<file path="config.mk">
export PLATFORM = sky130hd
export DESIGN_NAME = stepper_spi_slave_watchdog_sleep
export DESIGN_NICKNAME = d
export VERILOG_FILES = /design/src/stepper_pkg.sv /design/src/wd_if.sv /design/src/pin_sync.sv /design/src/watchdog_timer.sv /design/src/stepper_spi_slave_watchdog_sleep.sv
export SDC_FILE = /design/constraint.sdc
export NUM_CORES = 1
export LEC_CHECK = 0
export ABC_AREA = 1
export BUFFER_PORTS_ARGS = -buffer_cell sky130_fd_sc_hd__clkbuf_2
export CORE_ASPECT_RATIO = 0.8
export CORE_MARGIN = 5
export CORE_UTILIZATION = 40
export DETAILED_ROUTE_END_ITERATION = 16
export PLACE_DENSITY = 0.62
export SKIP_CTS_REPAIR_TIMING = 1
export SLEW_MARGIN = 20
export SYNTH_ARGS = -nofsm -noshare
export SYNTH_HDL_FRONTEND = slang
export SYNTH_SLANG_ARGS = --single-unit
</file>
<file path="constraint.sdc">
create_clock -name mclk -period 6.05 [get_ports mclk]
set_clock_uncertainty 0.2 [all_clocks]
set_input_delay 0.3025 -clock mclk [delete_from_list [all_inputs] [get_ports mclk]]
set_output_delay 0.3025 -clock mclk [all_outputs]
set_load 0.005 [all_outputs]
</file>
<file path="src/stepper_pkg.sv">
`default_nettype none
package stepper_pkg;
  // system clock
  localparam int MCLK_PERIOD_NS = 8;
  localparam int CYC_PER_US = 1000 / MCLK_PERIOD_NS;
  // least hold time of the hard clear pin, rounded up to whole cycles
  localparam int CLEAR_PULSE_MIN_NS = 100;
  localparam int CLEAR_PULSE_CYC =
    (CLEAR_PULSE_MIN_NS + MCLK_PERIOD_NS - 1) / MCLK_PERIOD_NS;
  // watchdog timing: one timeout_select step, early window, reset pulse
  localparam int TIMEOUT_STEP_US = 1000;
  localparam int EARLY_WINDOW_US = 100;
  localparam int RESET_PULSE_US = 100;
  // command byte
  localparam logic [2:0] OP_READ = 3'h0;
  localparam logic [2:0] OP_WRITE = 3'h4;
  // register map
  localparam int NUM_CR = 4;
  localparam int NUM_SR = 4;
  localparam int SR_BITS = 7;
  localparam logic [4:0] ADDR_CRWD = 5'h00;
  localparam logic [4:0] ADDR_CR2 = 5'h03;
  localparam logic [4:0] ADDR_SR0 = 5'h04;
  // field positions
  localparam int WDEN_BIT = 7;
  localparam int WDT_LSB = 3;
  localparam int MOTEN_BIT = 7;
  localparam int SLEEP_BIT = 6;
  localparam int BOOT_BIT = 6;
  // frame counting
  localparam logic [2:0] LAST_BIT = 3'h7;
  localparam logic [4:0] WRITE_LEN = 5'h10;
  localparam logic [4:0] TOT_MAX = 5'h1f;
  // synchronised pin positions and their idle levels
  localparam int PIN_SCLK = 0;
  localparam int PIN_CS = 1;
  localparam int PIN_DIN = 2;
  localparam int PIN_CLR = 3;
  localparam int PIN_STEP = 4;
  localparam int PIN_ROT = 5;
  localparam int NUM_PINS = 6;
  localparam logic [NUM_PINS-1:0] PIN_INIT = 6'h02;
  typedef enum logic {FR_CMD, FR_DATA} frame_t;
endpackage
`default_nettype wire

</file>
<file path="src/wd_if.sv">
`timescale 1ns/1ps
`default_nettype none
interface wd_if;
  logic enable;
  logic kick;
  logic clear;
  logic run;
  logic [3:0] timeout_select;
  logic fire;
  logic rst_n;
  logic rst_oe;
  modport ctrl(output enable, kick, clear, run, timeout_select,
               input fire, rst_n, rst_oe);
  modport dog(input enable, kick, clear, run, timeout_select,
              output fire, rst_n, rst_oe);
endinterface
`default_nettype wire

</file>
<file path="src/pin_sync.sv">
`timescale 1ns/1ps
`default_nettype none
module pin_sync #(
  parameter int W = 1,
  parameter logic [W-1:0] INIT = '0
) (
  input wire logic mclk,
  input wire logic reset_n,
  input wire logic clk_en,
  input wire logic [W-1:0] d,
  output logic [W-1:0] q
);
  typedef struct packed {
    logic [W-1:0] s1;
    logic [W-1:0] s2;
  } sync_t;
  sync_t st_q, st_d;

  // two stages; only the second stage is visible outside
  always_comb begin
    st_d = st_q;
    st_d.s1 = d;
    st_d.s2 = st_q.s1;
  end

  always_ff @(posedge mclk or negedge reset_n) begin
    if (!reset_n) begin
      st_q <= {INIT, INIT};
    end else if (clk_en) begin
      st_q <= st_d;
    end
  end

  assign q = st_q.s2;
endmodule
`default_nettype wire

</file>
<file path="src/watchdog_timer.sv">
`timescale 1ns/1ps
`default_nettype none
module watchdog_timer import stepper_pkg::*; #(
  parameter int STEP_CYC = TIMEOUT_STEP_US * CYC_PER_US,
  parameter int EARLY_CYC = EARLY_WINDOW_US * CYC_PER_US,
  parameter int PULSE_CYC = RESET_PULSE_US * CYC_PER_US,
  parameter int CNT_W = 24
) (
  input wire logic mclk,
  input wire logic reset_n,
  input wire logic clk_en,
  wd_if.dog bus
);
  typedef struct packed {
    logic running;
    logic [CNT_W-1:0] cnt;
    logic [CNT_W-1:0] rst_cnt;
    logic fire;
    logic rst_n;
    logic rst_oe;
  } wd_t;
  wd_t st_q, st_d;
  logic [CNT_W-1:0] limit;

  if (CNT_W < 2 || 64'(16 * STEP_CYC) >= (64'd1 << CNT_W) ||
      EARLY_CYC >= STEP_CYC || PULSE_CYC < 1) begin : g_chk
    $error("watchdog_timer: counter too narrow or timing inconsistent");
  end

  // timeout grows in whole steps with the select field
  assign limit = CNT_W'((32'(bus.timeout_select) + 32'd1) * 32'(STEP_CYC));

  always_comb begin
    st_d = st_q;
    st_d.fire = 1'b0;
    if (st_q.rst_cnt != '0) begin
      st_d.rst_cnt = st_q.rst_cnt - CNT_W'(1);
    end
    if (bus.clear || !bus.enable) begin
      st_d.running = 1'b0;
      st_d.cnt = '0;
    end else if (bus.kick && !st_q.running) begin
      st_d.running = 1'b1; // first enable starts the timer
      st_d.cnt = '0;
    end else if (st_q.running) begin
      // early rewrite or missing rewrite both reset the host
      if ((bus.kick && st_q.cnt < CNT_W'(EARLY_CYC)) ||
          (!bus.kick && bus.run && st_q.cnt >= limit)) begin
        st_d.fire = 1'b1;
        st_d.cnt = '0;
        st_d.rst_cnt = CNT_W'(PULSE_CYC);
      end else if (bus.kick) begin
        st_d.cnt = '0; // timely rewrite restarts the timer
      end else if (bus.run) begin
        st_d.cnt = st_q.cnt + CNT_W'(1);
      end
    end
    // hard clear stops everything and never pulls the host reset
    if (bus.clear) begin
      st_d.rst_cnt = '0;
      st_d.fire = 1'b0;
    end
    st_d.rst_n = (st_d.rst_cnt == '0);
    st_d.rst_oe = (st_d.rst_cnt != '0);
  end

  always_ff @(posedge mclk or negedge reset_n) begin
    if (!reset_n) begin
      st_q <= '{running: 1'b0, cnt: '0, rst_cnt: '0, fire: 1'b0,
                rst_n: 1'b1, rst_oe: 1'b0};
    end else if (clk_en) begin
      st_q <= st_d;
    end
  end

  assign bus.fire = st_q.fire;
  assign bus.rst_n = st_q.rst_n;
  assign bus.rst_oe = st_q.rst_oe;
endmodule
`default_nettype wire

</file>
<file path="src/stepper_spi_slave_watchdog_sleep.sv">
`timescale 1ns/1ps
`default_nettype none
// Function
// host rewrites enable bit before timeout
// early or late rewrite pulls host reset
// readable boot flag marks watchdog reset
// four-bit select field sets timeout length
// held hard clear resets registers unless sleeping
// hard clear resets watchdog, no host reset
// sleep: drivers off, inputs ignored, clocks quiet
// host waits pump start-up after sleep exit
// device is slave only, never initiates
// mode 0: sample rising, shift falling
// serial output released while select high
// bytes msb first, packet within select low
// first byte: three-bit opcode, five-bit index
// eighth falling edge loads addressed register
// status bytes carry odd-ones parity in D7
// host rereads status on parity error
// status read clears; updates only select high
// host raises select after status read
// write stored at first clock select high
// write packet not sixteen bits is discarded
// writes to read-only registers are ignored
// each byte returns last addressed register
// writing enable zero stops watchdog, clears flag
// control registers read/write, reset to zero
// select high restarts bit count and frame
// latched error holds fault low until read
module stepper_spi_slave_watchdog_sleep import stepper_pkg::*; #(
  parameter int TIMEOUT_STEP_CYC = TIMEOUT_STEP_US * CYC_PER_US,
  parameter int EARLY_WINDOW_CYC = EARLY_WINDOW_US * CYC_PER_US,
  parameter int RESET_PULSE_CYC = RESET_PULSE_US * CYC_PER_US,
  parameter int CLEAR_CYC = CLEAR_PULSE_CYC
) (
  input wire logic mclk,
  input wire logic reset_n,
  input wire logic clk_en,
  input wire logic spi_sclk,
  input wire logic spi_cs_n,
  input wire logic serial_in,
  output logic serial_out,
  output logic serial_out_oe,
  input wire logic hard_clear_pin,
  input wire logic step_pulse,
  input wire logic rot_sense,
  input wire logic [NUM_SR-1:0][SR_BITS-1:0] status_events,
  output logic reset_out_n,
  output logic reset_out_oe,
  output logic fault_n,
  output logic fault_oe,
  output logic step_out,
  output logic rot_sense_out,
  output logic drivers_hiz,
  output logic clocks_run,
  output logic [NUM_CR-1:0][7:0] ctrl_regs
);
  localparam int CLR_W = $clog2(CLEAR_CYC + 1);

  if (CLEAR_CYC < 1 || NUM_CR != 4 || NUM_SR != 4) begin : g_chk
    $error("stepper spi: unsupported register count or clear time");
  end

  typedef struct packed {
    logic sclk_q;
    logic cs_q;
    logic [2:0] bit_cnt;
    logic [4:0] tot;
    frame_t frame;
    logic [4:0] addr;
    logic [6:0] rx;
    logic [7:0] tx;
    logic wr_ok;
    logic [4:0] wr_addr;
    logic [7:0] wr_data;
    logic [NUM_CR-1:0][7:0] cr;
    logic [NUM_SR-1:0][SR_BITS-1:0] lat;
    logic [NUM_SR-1:0] clr_pend;
    logic boot;
    logic kick;
    logic [CLR_W-1:0] clr_cnt;
    logic hclr;
    logic so;
    logic so_oe;
    logic flt_n;
    logic flt_oe;
    logic step_o;
    logic rot_o;
    logic hiz;
    logic run;
  } st_t;
  st_t st_q, st_d;

  logic [NUM_PINS-1:0] pin_raw;
  logic [NUM_PINS-1:0] pin_s;
  logic sclk_s;
  logic cs_s;
  logic din_s;
  logic clr_s;
  logic sclk_rise;
  logic sclk_fall;
  logic cs_rise;
  logic sleep;
  logic commit;
  logic [7:0] byte_in;
  logic [7:0] rd_byte;
  logic [SR_BITS-1:0] sr_val;

  wd_if wd_bus();

  // status registers sit directly after the control registers
  function automatic logic is_status(input logic [4:0] a);
    return (a >= ADDR_SR0) && (a < ADDR_SR0 + 5'(NUM_SR));
  endfunction

  function automatic logic is_ctrl(input logic [4:0] a);
    return a < ADDR_CRWD + 5'(NUM_CR);
  endfunction

  function automatic logic [1:0] sr_idx(input logic [4:0] a);
    return 2'(a - ADDR_SR0);
  endfunction

  function automatic logic [1:0] cr_idx(input logic [4:0] a);
    return 2'(a - ADDR_CRWD);
  endfunction

  // every pin crosses into mclk through two flops
  assign pin_raw[PIN_SCLK] = spi_sclk;
  assign pin_raw[PIN_CS] = spi_cs_n;
  assign pin_raw[PIN_DIN] = serial_in;
  assign pin_raw[PIN_CLR] = hard_clear_pin;
  assign pin_raw[PIN_STEP] = step_pulse;
  assign pin_raw[PIN_ROT] = rot_sense;

  pin_sync #(
    .W(NUM_PINS),
    .INIT(PIN_INIT)
  ) u_sync (
    .mclk(mclk),
    .reset_n(reset_n),
    .clk_en(clk_en),
    .d(pin_raw),
    .q(pin_s)
  );

  watchdog_timer #(
    .STEP_CYC(TIMEOUT_STEP_CYC),
    .EARLY_CYC(EARLY_WINDOW_CYC),
    .PULSE_CYC(RESET_PULSE_CYC),
    .CNT_W(24)
  ) u_wd (
    .mclk(mclk),
    .reset_n(reset_n),
    .clk_en(clk_en),
    .bus(wd_bus.dog)
  );

  // edge finding on the synchronised link clock and select
  assign sclk_s = pin_s[PIN_SCLK];
  assign cs_s = pin_s[PIN_CS];
  assign din_s = pin_s[PIN_DIN];
  assign clr_s = pin_s[PIN_CLR];
  assign sclk_rise = sclk_s & ~st_q.sclk_q;
  assign sclk_fall = ~sclk_s & st_q.sclk_q;
  assign cs_rise = cs_s & ~st_q.cs_q;
  assign sleep = st_q.cr[cr_idx(ADDR_CR2)][SLEEP_BIT];
  assign byte_in = {st_q.rx, din_s};
  // only a complete 16-bit write to a control register lands
  assign commit = cs_rise && st_q.wr_ok && st_q.tot == WRITE_LEN &&
                  is_ctrl(st_q.wr_addr); // see R20

  // watchdog enable and timeout select come straight from the control word; kick, clear and run are flops here
  assign wd_bus.enable = st_q.cr[cr_idx(ADDR_CRWD)][WDEN_BIT];
  assign wd_bus.timeout_select =
    st_q.cr[cr_idx(ADDR_CRWD)][WDT_LSB +: 4];
  assign wd_bus.kick = st_q.kick;
  assign wd_bus.clear = st_q.hclr;
  assign wd_bus.run = st_q.run;

  // read data for the addressed register; status gets parity in D7
  always_comb begin
    sr_val = st_q.lat[sr_idx(st_q.addr)];
    rd_byte = 8'h00;
    if (is_ctrl(st_q.addr)) begin
      rd_byte = st_q.cr[cr_idx(st_q.addr)];
    end else if (is_status(st_q.addr)) begin
      if (st_q.addr == ADDR_SR0) begin
        sr_val[BOOT_BIT] = sr_val[BOOT_BIT] | st_q.boot;
      end
      rd_byte = {^sr_val, sr_val};
    end
  end

  // serial engine, write commit, status latching, hard clear, sleep
  always_comb begin
    st_d = st_q;
    st_d.sclk_q = sclk_s;
    st_d.cs_q = cs_s;
    st_d.kick = 1'b0;
    if (cs_s) begin
      // a new select low always starts a fresh packet
      st_d.bit_cnt = 3'h0;
      st_d.tot = 5'h00;
      st_d.frame = FR_CMD;
      st_d.wr_ok = 1'b0;
    end else begin
      // the device only reacts to host clock edges
      if (sclk_rise) begin
        st_d.rx = byte_in[6:0];
        st_d.bit_cnt = st_q.bit_cnt + 3'h1;
        if (st_q.tot != TOT_MAX) begin
          st_d.tot = st_q.tot + 5'h01;
        end
        if (st_q.bit_cnt == LAST_BIT) begin
          if (st_q.frame == FR_DATA) begin
            st_d.wr_data = byte_in;
            st_d.wr_ok = 1'b1;
            st_d.frame = FR_CMD;
          end else begin
            st_d.addr = byte_in[4:0]; // see R13
            if (byte_in[7:5] == OP_WRITE) begin
              st_d.frame = FR_DATA;
              st_d.wr_addr = byte_in[4:0];
            end else if (byte_in[7:5] == OP_READ &&
                         is_status(byte_in[4:0])) begin
              // clear is applied once select goes high again
              st_d.clr_pend[sr_idx(byte_in[4:0])] = 1'b1;
            end
          end
        end
      end
      if (sclk_fall) begin
        if (st_q.bit_cnt == 3'h0 && st_q.tot != 5'h00) begin
          st_d.tx = rd_byte; // see R14
        end else begin
          st_d.tx = {st_q.tx[6:0], 1'b0};
        end
      end
    end
    // write lands at the first mclk edge with select high
    if (commit) begin
      st_d.cr[cr_idx(st_q.wr_addr)] = st_q.wr_data;
      if (st_q.wr_addr == ADDR_CRWD) begin
        if (st_q.wr_data[WDEN_BIT]) begin
          st_d.kick = 1'b1;
        end else begin
          st_d.boot = 1'b0;
        end
      end
    end
    // a firing watchdog wins over an enable-zero clear in the same cycle
    if (wd_bus.fire) begin
      st_d.boot = 1'b1;
    end
    // oscillator runs while awake or while the host is talking
    st_d.run = ~sleep | ~cs_s;
    // status and fault only move while select is high and awake, or on a hard clear
    if (cs_s && st_d.run) begin
      for (int i = 0; i < NUM_SR; i++) begin
        st_d.lat[i] = status_events[i] |
          (st_q.lat[i] & ~{SR_BITS{st_q.clr_pend[i]}});
      end
      st_d.clr_pend = '0;
      st_d.flt_oe = |st_d.lat;
      st_d.flt_n = ~(|st_d.lat);
    end
    // hard clear must be held long enough, and is ignored in sleep
    if (clr_s && !sleep) begin
      if (st_q.clr_cnt != CLR_W'(CLEAR_CYC)) begin
        st_d.clr_cnt = st_q.clr_cnt + CLR_W'(1);
      end else begin
        st_d.hclr = 1'b1;
      end
    end else begin
      st_d.clr_cnt = '0;
      st_d.hclr = 1'b0;
    end
    if (st_q.hclr) begin
      st_d.cr = '0;
      st_d.lat = '0;
      st_d.clr_pend = '0;
      st_d.boot = 1'b0;
      st_d.wr_ok = 1'b0;
      st_d.kick = 1'b0;
      st_d.flt_oe = 1'b0;
      st_d.flt_n = 1'b1;
    end
    // pins seen by the motor side; step forced low and sense frozen in sleep
    st_d.hiz = st_d.cr[cr_idx(ADDR_CR2)][SLEEP_BIT] |
               ~st_d.cr[cr_idx(ADDR_CR2)][MOTEN_BIT];
    st_d.step_o = pin_s[PIN_STEP] & ~sleep;
    if (!sleep) begin
      st_d.rot_o = pin_s[PIN_ROT];
    end
    // serial output shows the top bit, released when deselected
    st_d.so = st_d.tx[7];
    st_d.so_oe = ~cs_s;
  end

  // reset value is a constant; the whole state moves only on clk_en
  always_ff @(posedge mclk or negedge reset_n) begin
    if (!reset_n) begin
      st_q <= '{sclk_q: 1'b0, cs_q: 1'b1, bit_cnt: 3'h0, tot: 5'h00,
                frame: FR_CMD, addr: 5'h00, rx: 7'h00, tx: 8'h00,
                wr_ok: 1'b0, wr_addr: 5'h00, wr_data: 8'h00,
                cr: '0, lat: '0, clr_pend: '0, boot: 1'b0,
                kick: 1'b0, clr_cnt: '0, hclr: 1'b0, so: 1'b0,
                so_oe: 1'b0, flt_n: 1'b1, flt_oe: 1'b0,
                step_o: 1'b0, rot_o: 1'b0, hiz: 1'b1, run: 1'b1};
    end else if (clk_en) begin
      st_q <= st_d;
    end
  end

  // all outputs are flops of this module or the watchdog
  assign serial_out = st_q.so;
  assign serial_out_oe = st_q.so_oe;
  assign reset_out_n = wd_bus.rst_n;
  assign reset_out_oe = wd_bus.rst_oe;
  assign fault_n = st_q.flt_n;
  assign fault_oe = st_q.flt_oe;
  assign step_out = st_q.step_o;
  assign rot_sense_out = st_q.rot_o;
  assign drivers_hiz = st_q.hiz;
  assign clocks_run = st_q.run;
  assign ctrl_regs = st_q.cr;
endmodule
`default_nettype wire

</file>
==> impl_metrics.py, run 1 <==
metrics = {
    "cts": {
        "htreeDepth": 4,
        "clockBufferDepth": 2,
        "tritoncts": "built",
        "clock_tree.root_cell": "sky130_fd_sc_hd__clkbuf_16",
        "cts_inserted_buffers": 17,
        "clk_latency_ns": 0.44,
        "cts_num_sinks": 187,
        "cts.clk_slew.worst_paths_ns": 0.08,
    },
    "pwr": {
        "static-leakage-power_nw": 6.196,
        "net-switching-power_mw": 1.565,
        "clock_network_fraction_of_design_power_pct": 28.7,
        "power.switching_fraction_pct": 37.91,
        "cell_internal_pwr_mw": 2.564,
        "power.total_mw": 4.129,
        "pwr-share-seq_pct": 40.9,
        "power_frac_comb_pct": 30.4,
        "worst_ir_drop_vdd_mv": 0.2012,
        "power_density_of_the_placed_cells_nw_per_um2": 320.2,
    },
    "drt": {
        "ant_nets": 0,
        "drt-initial-drc-count": 984,
        "drcViolationCount": 0,
        "routedWlPerCell_um": 16.18,
        "route.vias.total": 10080,
        "firstDrtPassIters": 5,
        "wirelength_um": 30900,
        "vias_per_cell": 5.277,
    },
    "yosys": {
        "mappedNetlistArea_um2": 11320,
        "post-synth-top-area-fraction_pct": 39.77,
        "synth.largest_area_cell": "sky130_fd_sc_hd__dfrtp_1",
        "syn-instance-count": 1455,
        "synth-seq-cells": 187,
        "synth.avg_cell_area_um2": 7.783,
        "synth-seq-area-share_pct": 41.40,
        "synth_fp_nets": 1560,
        "synthFlopType": "sky130_fd_sc_hd__dfrtp_1",
        "ranking_of_synthesized_cells_by_area": "sky130_fd_sc_hd__dfrtp_1 (40%), sky130_fd_sc_hd__nand2_1 (11%), sky130_fd_sc_hd__ha_1 (6.9%)",
        "synth_cell_type_count": 51,
        "async_flop_share_pct": 100.0,
        "synth_enable_flop_cells": 0,
        "synth-warning-count": 0,
    },
    "worst_hold_path": {
        "timing.hold.worst.class": "in2reg",
    },
    "cells_and_area": {
        "areaGrowthSynthToFinish_pct": 13.85,
        "antennaDiodeCount": 0,
        "final_util_pct": 45.92,
        "drive_above_1_share_pct": 12.34,
        "filler_cell_count": 2806,
        "ff_latch_area_um2": 4691,
        "multiInputGateArea_um2": 5627,
        "layout.nets": 1632,
    },
    "critical_path": {
        "path_delay_family": "simple AND/OR/NAND/NOR gates",
        "critical_path_cell_with_the_highest_stage_delay": "sky130_fd_sc_hd__fa_1",
        "cpMostUsedCell": "sky130_fd_sc_hd__nor2_1",
        "criticalPathCategory": "reg2reg",
        "critPathMaxFanout": 14,
        "cp_slowest_stage_delay_ns": 0.52,
        "cp_data_required_time_ns": 6.18,
        "worst-path-buf-inv": 5,
        "worstSetupStartpointType": "register",
        "endpoint_kind_of_the_worst_setup_timing_path": "register",
        "worstPathArrival_ns": 5.80,
    },
    "timing": {
        "max_slew.worst_pin.slew_ns": 0.9790,
        "layout_setup_ws_ns": 0.3833,
        "slew_headroom_pct": 34.73,
        "number_of_max_slew_violations_in_the_final_report": 0,
        "post-route-min-period_ns": 5.667,
        "timing.final.setup_violations": 0,
        "fmax_ghz": 0.1765,
        "finalHoldViolCount": 4,
        "layout_worst_path_cycle_share_pct": 93.67,
        "timing.hold.ws_ns": -0.04620,
    },
    "grt": {
        "grt.total_usage_pct": 19.24,
        "grt_max_degree": 125,
        "globalRoute.totalOverflow": 0,
        "initial_antenna_violation_count": 0,
        "number_of_global_route_vias_before_repair": 9181,
        "grt_pass1_wl_um": 49800,
    },
    "floorplan": {
        "design.portCount": 79,
        "fp.coreArea_um2": 28080,
        "die_h_um": 160.5,
        "core.rowCount": 55,
        "die_w_um": 198.1,
        "design.die.area_um2": 31800,
        "floorplan.initialDensity_pct": 40.33,
    },
    "placed_design": {
        "hpwlAfterDp_um": 22270,
        "routabilityCongestion": 0.8751,
        "port-buffer-count": 78,
        "pre_cts_ws_ns": 0.03184,
    },
    "outcome": {
        "status": "finished with violations",
        "failed_checks": "hold timing",
    },
    "flow_run": {
        "drv.max_cap_violation_count": 0,
    },
}
[flip-flops by register name, summed over array words and instances, names as in the netlist, 6 cells and up]
register / count
u_sync.q: 6
u_wd.st_q: 49
ctrl_regs: 32
st_q: 75
u_sync.st_d: 6
byte_in: 7
[path summary, 6_finish.rpt]
path | from | slack [ns] | cells after the start | end
max | ctrl_regs[3] | 0.38 | 34 | u_wd.bus.rst_oe
min | status_events[19] | -0.05 | 3 | st_q[38]
max reg2reg | ctrl_regs[3] | 0.38 | 34 | u_wd.bus.rst_oe
min reg2reg | u_sync.st_d[1] | 0.28 | 2 | u_sync.st_d[1]
max in group asynchronous | reset_n | 3.92 | 3 | st_q[108]
min in group asynchronous | reset_n | 0.35 | 2 | st_q[93]
[placed cells by master, fill, tap and decap left out, types with 7 or more instances in the layout]
cell,n
sky130_fd_sc_hd__a21oi_1,75
sky130_fd_sc_hd__nand4_1,35
sky130_fd_sc_hd__clkbuf_16,17
sky130_fd_sc_hd__o22ai_1,26
sky130_fd_sc_hd__xor2_1,33
sky130_fd_sc_hd__dfrtp_1,178
sky130_fd_sc_hd__nor3_1,18
sky130_fd_sc_hd__buf_4,22
sky130_fd_sc_hd__dfstp_2,7
sky130_fd_sc_hd__inv_2,21
sky130_fd_sc_hd__nand3_1,89
sky130_fd_sc_hd__inv_1,149
sky130_fd_sc_hd__nor2_1,108
sky130_fd_sc_hd__xnor2_1,7
sky130_fd_sc_hd__clkbuf_2,77
sky130_fd_sc_hd__dlygate4sd3_1,26
sky130_fd_sc_hd__o31ai_1,14
sky130_fd_sc_hd__ha_1,60
sky130_fd_sc_hd__o21ai_0,131
sky130_fd_sc_hd__o21ai_1,34
sky130_fd_sc_hd__nand2_1,317
[cells by family after synthesis]
kind of cell / synth area share [%]
buffers and inverters: 9.469
AND/OR/NAND/NOR: 22.95
flip-flops: 41.40
AO/OA/AOI/OAI: 14.93
adder cells (fa/ha/maj): 7.911
multiplexers: 0.09943
XOR/XNOR: 3.248
[routing by layer]
| layer | part of all wire (%) | track usage, % | vias up | routed length, um |
|---|---|---|---|---|
| li1 | - | - | 4961 | - |
| met1 | 50 | 30.70 | 4821 | 15350 |
| met2 | 43 | 27.19 | 271 | 13340 |
| met3 | 6.1 | 3.544 | 26 | 1900 |
| met4 | 1.0 | 3.598 | 0 | 308 |
| met5 | 0 | 0 | - | 0 |
[power groups by stage]
stage / clock network [mW] / registers, mW / logic [mW]
3_5_place_dp: 0 / 1.71 / 1.22
5_1_grt: 1.26 / 1.72 / 1.44
3_3_place_gp: 0 / 1.70 / 1.20
6_report: 1.18 / 1.69 / 1.26
2_1_floorplan: 0 / 1.65 / 0.930
4_1_cts: 1.20 / 1.69 / 1.23
[cells in the mapped netlist, drive strengths merged (2+ instances only)]
master	n
a21o	2
xor2	35
nor3	21
ha	62
o31ai	14
dfrtp	180
nor4	4
nand4	35
buf	43
inv	171
nand3b	2
or2	3
nor3b	4
clkbuf	31
o21ai	165
a31oi	2
o211ai	6
o21bai	3
a21oi	76
xnor2	7
o22a	2
nand2	321
dfstp	7
clkinv	6
a32o	4
nor2	114
fa	6
nand3	93
o22ai	26
[per-stage QoR]
stage,TNS (ns),area [um2],hold slack (ns),cells
after floorplan,0,11320,-0.1931,1455
after global placement,0,11880,0.2575,1843
after detailed placement,0,11880,0.2590,1843
after CTS,0,12490,-0.1633,1875
after global routing,-0.03408,12890,-0.01572,1910
final,0,12890,-0.04620,1910
[layout make-up]
type	instances	area share [%]
repair buffers	127	6.521
multi-input cells	1017	43.64
flip-flops and latches	187	36.38
inverters	177	5.182
clock buffers	17	3.299
well taps	370	3.590
clock inverters	15	1.388
[worst reg2reg max path, delay by kind of cell (launching register included)]
| kind | cells | cell delay, ns |
|---|---|---|
| adder cells (fa/ha/maj) | 5 | 1.86 |
| flip-flops | 1 | 0.36 |
| AO/OA/AOI/OAI | 3 | 0.43 |
| XOR/XNOR | 2 | 0.34 |
| buffers and inverters | 5 | 0.54 |
| AND/OR/NAND/NOR | 19 | 1.86 |
Note: power is estimated with default switching activity, not from simulation.
==> inputs of run 2 (changes only) <==
--- a/config.mk
+++ b/config.mk
@@ -12,2 +12,3 @@
 export CORE_UTILIZATION = 40
+export CTS_CLUSTER_DIAMETER = 50
 export DETAILED_ROUTE_END_ITERATION = 16
@@ -18,2 +19,3 @@
 export SYNTH_HDL_FRONTEND = slang
+export SYNTH_HIERARCHICAL = 1
 export SYNTH_SLANG_ARGS = --single-unit
==> constraint.sdc (replaced) <==
create_clock -name mclk -period 6.05 [get_ports mclk]
set_clock_uncertainty 0.2 [all_clocks]
set_input_delay 0.605 -clock mclk [delete_from_list [all_inputs] [get_ports mclk]]
set_output_delay 0.605 -clock mclk [all_outputs]
set_load 0.005 [all_outputs]
==> run 2 against run 1 <==
- the run now ends clean
- critical path depth is 4 lower
- synthesized area is 6.7% higher
- largest cell class unchanged
- clock power is 7% lower
- wire length is 4.2% higher
- global-route usage is 0.12 points higher
- power is 2.2% higher
- setup slack better by 0.088 ns
- non-clock buffer count is 41 lower
- sequential share of layout area is 0.85 points lower
- first-iteration DRC count is 15% lower
- highest routed layer unchanged
- register-to-register slack better by 0.09 ns
- largest power group unchanged
==> impl_metrics.py, run 2 <==
metrics = {
    "floorplan": {
        "floorplan.initialDensity_pct": 40.87,
        "die_h_um": 165.5,
        "core.rowCount": 56,
        "die_w_um": 204.3,
        "design.die.area_um2": 33810,
        "design.portCount": 79,
        "fp.coreArea_um2": 29570,
    },
    "critical_path": {
        "setup.reg_to_reg.worst_slack_ns": 0.47,
        "worst_setup_path_endpoint": "u_wd/bus.rst_oe",
        "endpoint_kind_of_the_worst_setup_timing_path": "register",
        "cp_data_required_time_ns": 6.19,
        "worstSetupStartpointType": "register",
        "reg2reg_to": "u_wd/bus.rst_oe",
        "criticalPathCategory": "reg2reg",
        "critPathMaxFanout": 23,
        "r2r-start": "ctrl_regs[3]",
        "critical_path_cell_with_the_highest_stage_delay": "sky130_fd_sc_hd__fa_1",
        "worstPathArrival_ns": 5.72,
        "worstSetupStartpoint": "ctrl_regs[3]",
        "cpMostUsedCell": "sky130_fd_sc_hd__nand2_1",
        "cp_slowest_stage_delay_ns": 0.57,
        "r2r.worst_path.cells": 30,
    },
    "cts": {
        "htreeDepth": 4,
        "tritoncts": "built",
        "cts_num_sinks": 187,
        "clock_tree.root_cell": "sky130_fd_sc_hd__clkbuf_16",
        "clk_latency_ns": 0.46,
        "cts.clk_slew.worst_paths_ns": 0.08,
        "clockBufferDepth": 2,
        "cts_inserted_buffers": 17,
    },
    "timing": {
        "setup_repair_after_global_routing_missed_its_margin": "no",
        "number_of_max_slew_violations_in_the_final_report": 0,
        "finalHoldViolCount": 0,
        "slew_headroom_pct": 39.72,
        "post-route-min-period_ns": 5.578,
        "layout_worst_path_cycle_share_pct": 92.21,
        "max_slew.worst_pin.slew_ns": 0.9042,
        "fmax_ghz": 0.1793,
        "timing.hold.ws_ns": 0.04353,
        "finalSetupTns_ns": 0,
        "timing.final.setup_violations": 0,
    },
    "placed_design": {
        "routabilityCongestion": 0.8783,
        "hpwlAfterDp_um": 24460,
        "port-buffer-count": 78,
    },
    "grt": {
        "grt.total_usage_pct": 19.36,
        "grt_pass1_wl_um": 52620,
        "initial_antenna_violation_count": 0,
        "grt_max_degree": 108,
        "number_of_global_route_vias_before_repair": 10020,
        "globalRoute.totalOverflow": 0,
    },
    "pwr": {
        "power_density_of_the_placed_cells_nw_per_um2": 319.8,
        "worst_ir_drop_vdd_mv": 0.2027,
        "static-leakage-power_nw": 6.660,
        "power.total_mw": 4.221,
    },
    "yosys": {
        "post-synth-top-area-fraction_pct": 37.27,
        "synth-seq-cells": 187,
        "mappedNetlistArea_um2": 12080,
        "synthFlopType": "sky130_fd_sc_hd__dfrtp_1",
        "synth_cell_type_count": 55,
        "synth_fp_nets": 1719,
        "syn-instance-count": 1617,
        "synthTopCellsByCount": "sky130_fd_sc_hd__nand2_1 (433), sky130_fd_sc_hd__inv_1 (195), sky130_fd_sc_hd__dfrtp_1 (180), sky130_fd_sc_hd__o21ai_0 (149), sky130_fd_sc_hd__nor2_1 (106)",
        "yosys.cell_count.top_type": "sky130_fd_sc_hd__nand2_1",
        "synth.avg_cell_area_um2": 7.473,
        "ranking_of_synthesized_cells_by_area": "sky130_fd_sc_hd__dfrtp_1 (37%), sky130_fd_sc_hd__nand2_1 (13%), sky130_fd_sc_hd__o21ai_0 (6.2%)",
        "synth_enable_flop_cells": 0,
        "async_flop_share_pct": 100.0,
        "synth.largest_area_cell": "sky130_fd_sc_hd__dfrtp_1",
        "synth-warning-count": 6,
        "synth-seq-area-share_pct": 38.80,
    },
    "cells_and_area": {
        "antennaDiodeCount": 0,
        "areaGrowthSynthToFinish_pct": 9.216,
        "drive_above_1_share_pct": 12.81,
        "final_common_cell": "sky130_fd_sc_hd__nand2_1",
        "largest_register_ff_count": 75,
        "final_cell_mix": "sky130_fd_sc_hd__nand2_1 (433), sky130_fd_sc_hd__inv_1 (194), sky130_fd_sc_hd__dfrtp_1 (179)",
        "layout.nets": 1752,
        "max_flop_register": "st_q",
    },
    "drt": {
        "routedLengthMet1_um": 15930,
        "ant_nets": 0,
        "met3RoutedLength_um": 1525,
        "wirelength_um": 32200,
        "routedWlPerCell_um": 15.56,
        "drcViolationCount": 0,
        "drt-initial-drc-count": 841,
        "met2_wirelength_um": 14450,
        "route.vias.total": 10610,
        "vias_per_cell": 5.127,
        "route.top_layer_used": "met4",
        "firstDrtPassIters": 5,
    },
    "outcome": {
        "status": "completed",
    },
    "worst_hold_path": {
        "timing.hold.worst.class": "in2async",
    },
    "flow_run": {
        "drv.max_cap_violation_count": 0,
    },
}
[run 2: cell types whose count changed after synthesis, moves of 8 or more]
cell	delta
sky130_fd_sc_hd__o31ai_1	-10
sky130_fd_sc_hd__o21ai_1	-23
sky130_fd_sc_hd__clkbuf_1	-15
sky130_fd_sc_hd__o21bai_1	+13
sky130_fd_sc_hd__inv_1	+45
sky130_fd_sc_hd__nor2_2	+15
sky130_fd_sc_hd__nand2_1	+114
sky130_fd_sc_hd__a21oi_1	-16
sky130_fd_sc_hd__nand3_1	+12
sky130_fd_sc_hd__o21ai_0	+18
sky130_fd_sc_hd__xor2_1	-18
sky130_fd_sc_hd__nand4_1	-8
[run 2: cell type report]
type                       count  area (um2)
clock buffer                  19       442.9
clock inverter                13       125.1
fill                        3085       16370
inverter                     217       819.5
multi-input combinational   1141        6153
sequential                   187        4690
tap                          406       508.0
timing repair buffer          86       459.2
[run 2: cell families (layout without fill, tap and decap cells)]
family,after synthesis,count (layout),synth area share [%]
fa+ha+maj,65,65,7.103
simple gates,764,764,28.68
flops,187,187,38.80
mux,1,1,0.09318
buf+inv,289,335,10.52
xor+xnor,22,22,1.594
compound gates,289,289,13.21
[run 2: per-stage QoR]
stage | worst slack [ns] | utilization, % | instances | instance area (um2)
3_5_place_dp | 0.2974 | 42.64 | 2037 | 12610
5_1_grt | 0.02249 | 44.63 | 2069 | 13200
4_1_cts | 0.2568 | 44.56 | 2069 | 13180
2_1_floorplan | 0.4898 | - | 1617 | 12080
3_3_place_gp | 0.4779 | 42.61 | 2037 | 12600
6_report | 0.4715 | 44.63 | 2069 | 13200
[run 2: worst min-delay path by stage]
stage / from / end / slack, ns / cells past startpoint
finish: reset_n / u_wd/st_q[48] / 0.04 / 1
floorplan: reset_n / byte_in[1] / 0.11 / 0
global placement: u_sync/st_d[1] / u_sync/st_d[1] / 0.25 / 2
CTS: reset_n / u_wd/st_q[50] / 0.09 / 1
global route: reset_n / u_wd/st_q[48] / 0.13 / 1
detailed placement: u_sync/q[5] / u_sync/q[5] / 0.26 / 2
[run 2: routing by layer]
metal	global-route usage, %	vias to the layer above
met2	29.98	240
met1	28.55	5034
met3	3.456	21
li1	-	5313
met4	4.079	0
met5	0	-
[run 2: critical path: cells and delay by family (launching register included)]
family | cells | cell delay (ns)
buf+inv | 3 | 0.23
xor+xnor | 1 | 0.17
fa+ha+maj | 6 | 2.20
simple gates | 18 | 1.82
compound gates | 2 | 0.39
flops | 1 | 0.43
[run 2: where the power goes]
part           leakage [nW]  switching [mW]  total, mW  internal (mW)
sequential             2.43           0.240       1.73           1.49
clock                 0.284           0.546       1.10          0.556
combinational          3.95           0.931       1.39          0.457
total                  6.66            1.72       4.22           2.50
==> inputs of run 3 (changes only) <==
==> constraint.sdc (replaced) <==
create_clock -name mclk -period 6.05 [get_ports mclk]
set_clock_uncertainty 0.2 [all_clocks]
set_input_delay 1.21 -clock mclk [delete_from_list [all_inputs] [get_ports mclk]]
set_output_delay 1.21 -clock mclk [all_outputs]
set_load 0.005 [all_outputs]
==> run 3 against run 2 <==
- setup slack gained 0.025 ns
- non-clock buffer count grew 2
- sequential share of layout area shrank 0.073 points
- combinational power is essentially flat
- utilization grew 0.080 points
- die area is the same
- clock power grew 5%
- count of clock-buffer cells in the layout shrank 1
- largest cell class unchanged
==> impl_metrics.py, run 3 (same netlist as run 2, synthesis figures left out) <==
metrics = {
    "cts": {
        "cts_inserted_buffers": 17,
        "clk_latency_ns": 0.45,
        "cts.clk_slew.worst_paths_ns": 0.08,
        "htreeDepth": 4,
        "clockBufferDepth": 2,
        "tritoncts": "built",
        "cts_num_sinks": 187,
        "clock_tree.root_cell": "sky130_fd_sc_hd__clkbuf_16",
    },
    "timing": {
        "finalHoldViolCount": 0,
        "layout_setup_ws_ns": 0.4966,
        "setup_repair_after_global_routing_missed_its_margin": "no",
        "finalSetupTns_ns": 0,
        "number_of_max_slew_violations_in_the_final_report": 0,
        "layout_worst_path_cycle_share_pct": 91.79,
        "post-route-min-period_ns": 5.553,
        "timing.final.setup_violations": 0,
        "slew_headroom_pct": 37.12,
        "fmax_ghz": 0.1801,
        "max_slew.worst_pin.slew_ns": 0.9380,
    },
    "critical_path": {
        "cp_data_required_time_ns": 6.19,
        "worstSetupStartpointType": "register",
        "critPathMaxFanout": 23,
        "cpMostUsedCell": "sky130_fd_sc_hd__nand2_1",
        "cp_slowest_stage_delay_ns": 0.57,
        "worstPathArrival_ns": 5.69,
        "worst-path-buf-inv": 4,
        "criticalPathCategory": "reg2reg",
        "path_delay_family": "adder cells",
        "critical_path_cell_with_the_highest_stage_delay": "sky130_fd_sc_hd__fa_1",
        "endpoint_kind_of_the_worst_setup_timing_path": "register",
    },
    "grt": {
        "initial_antenna_violation_count": 0,
        "grt_pass1_wl_um": 52650,
        "grt.total_usage_pct": 19.39,
        "globalRoute.totalOverflow": 0,
        "number_of_global_route_vias_before_repair": 9902,
        "grt_max_degree": 105,
    },
    "cells_and_area": {
        "layoutNonFillerInstCount": 2071,
        "layout.nets": 1754,
        "max_flop_register": "st_q",
        "antennaDiodeCount": 0,
        "final_common_cell": "sky130_fd_sc_hd__nand2_1",
        "areaGrowthSynthToFinish_pct": 9.412,
        "final_cell_mix": "sky130_fd_sc_hd__nand2_1 (433), sky130_fd_sc_hd__inv_1 (194), sky130_fd_sc_hd__dfrtp_1 (180)",
        "largest_register_ff_count": 75,
        "drive_above_1_share_pct": 12.79,
    },
    "floorplan": {
        "die_w_um": 204.3,
        "fp.coreArea_um2": 29570,
        "design.die.area_um2": 33810,
        "core.rowCount": 56,
        "floorplan.initialDensity_pct": 40.87,
        "die_h_um": 165.5,
        "design.portCount": 79,
    },
    "pwr": {
        "power_frac_comb_pct": 32.5,
        "static-leakage-power_nw": 6.678,
        "pwr-share-seq_pct": 40.5,
        "net-switching-power_mw": 1.720,
        "power_density_of_the_placed_cells_nw_per_um2": 322.6,
        "worst_ir_drop_vdd_mv": 0.2185,
        "power.total_mw": 4.266,
        "clock_network_fraction_of_design_power_pct": 27.0,
        "cell_internal_pwr_mw": 2.546,
        "power.switching_fraction_pct": 40.31,
    },
    "drt": {
        "routedWlPerCell_um": 15.56,
        "vias_per_cell": 5.111,
        "route.vias.total": 10590,
        "ant_nets": 0,
        "drcViolationCount": 0,
        "firstDrtPassIters": 5,
        "wirelength_um": 32230,
        "drt-initial-drc-count": 874,
    },
    "worst_hold_path": {
        "timing.hold.worst.class": "reg2reg",
    },
    "placed_design": {
        "numPlacedInstances": 2039,
        "hpwlAfterDp_um": 24490,
        "routabilityCongestion": 0.8697,
        "pre_cts_ws_ns": 0.3610,
        "port-buffer-count": 78,
    },
    "outcome": {
        "status": "completed",
    },
    "flow_run": {
        "drv.max_cap_violation_count": 0,
    },
}
-- run 3: layout make-up --
cell class,instances,area [um2]
clock buffer,18,439.2
clock inverter,14,158.9
fill,3050,16350
inverter,217,819.5
multi-input combinational,1141,6133
sequential,187,4688
tap,406,508.0
timing repair buffer,88,474.2
-- run 3: through the flow --
step	hold WS (ns)	cell area, um2	util (%)
finish	0.2653	13220	44.71
global route	0.2970	13220	44.71
detailed placement	0.2566	12610	42.66
global placement	0.2512	12610	42.66
floorplan	0.2380	12080	-
CTS	0.2679	13210	44.69
-- run 3: path summary, 6_finish.rpt --
check | from | endpoint | slack, ns | depth (start not counted)
max | ctrl_regs[4] | u_wd/bus.rst_oe | 0.50 | 31
min | u_sync/st_d[1] | u_sync/st_d[1] | 0.27 | 2
max reg2reg | ctrl_regs[4] | u_wd/bus.rst_oe | 0.50 | 31
min reg2reg | u_sync/st_d[1] | u_sync/st_d[1] | 0.27 | 2
max in group asynchronous | reset_n | u_sync/q[1] | 3.87 | 2
min in group asynchronous | reset_n | u_wd/st_q[47] | 0.62 | 1
-- run 3: worst register-to-register path: cells and delay by family (launching register included) --
kind / cells / cell delay [ns]
fa+ha+maj: 6 / 2.17
simple gates: 16 / 1.62
compound gates: 4 / 0.58
flops: 1 / 0.45
buf+inv: 4 / 0.27
xor+xnor: 1 / 0.15
-- run 3: power groups by stage --
stage	Clock [mW]	Combinational (mW)	Sequential [mW]
floorplan	0	1.07	1.67
global placement	0	1.35	1.75
detailed placement	0	1.38	1.75
CTS	1.18	1.39	1.73
global route	1.22	1.59	1.76
finish	1.15	1.39	1.73
-- run 3: layer usage --
layer | part of all wire (%) | vias up | wire length (um) | track usage [%]
met2 | 44 | 255 | 14120 | 29.30
met3 | 4.9 | 20 | 1566 | 3.417
met1 | 50 | 4993 | 16160 | 29.04
met4 | 1.2 | 0 | 374 | 4.505
li1 | - | 5317 | - | -
met5 | 0 | - | 0 | 0
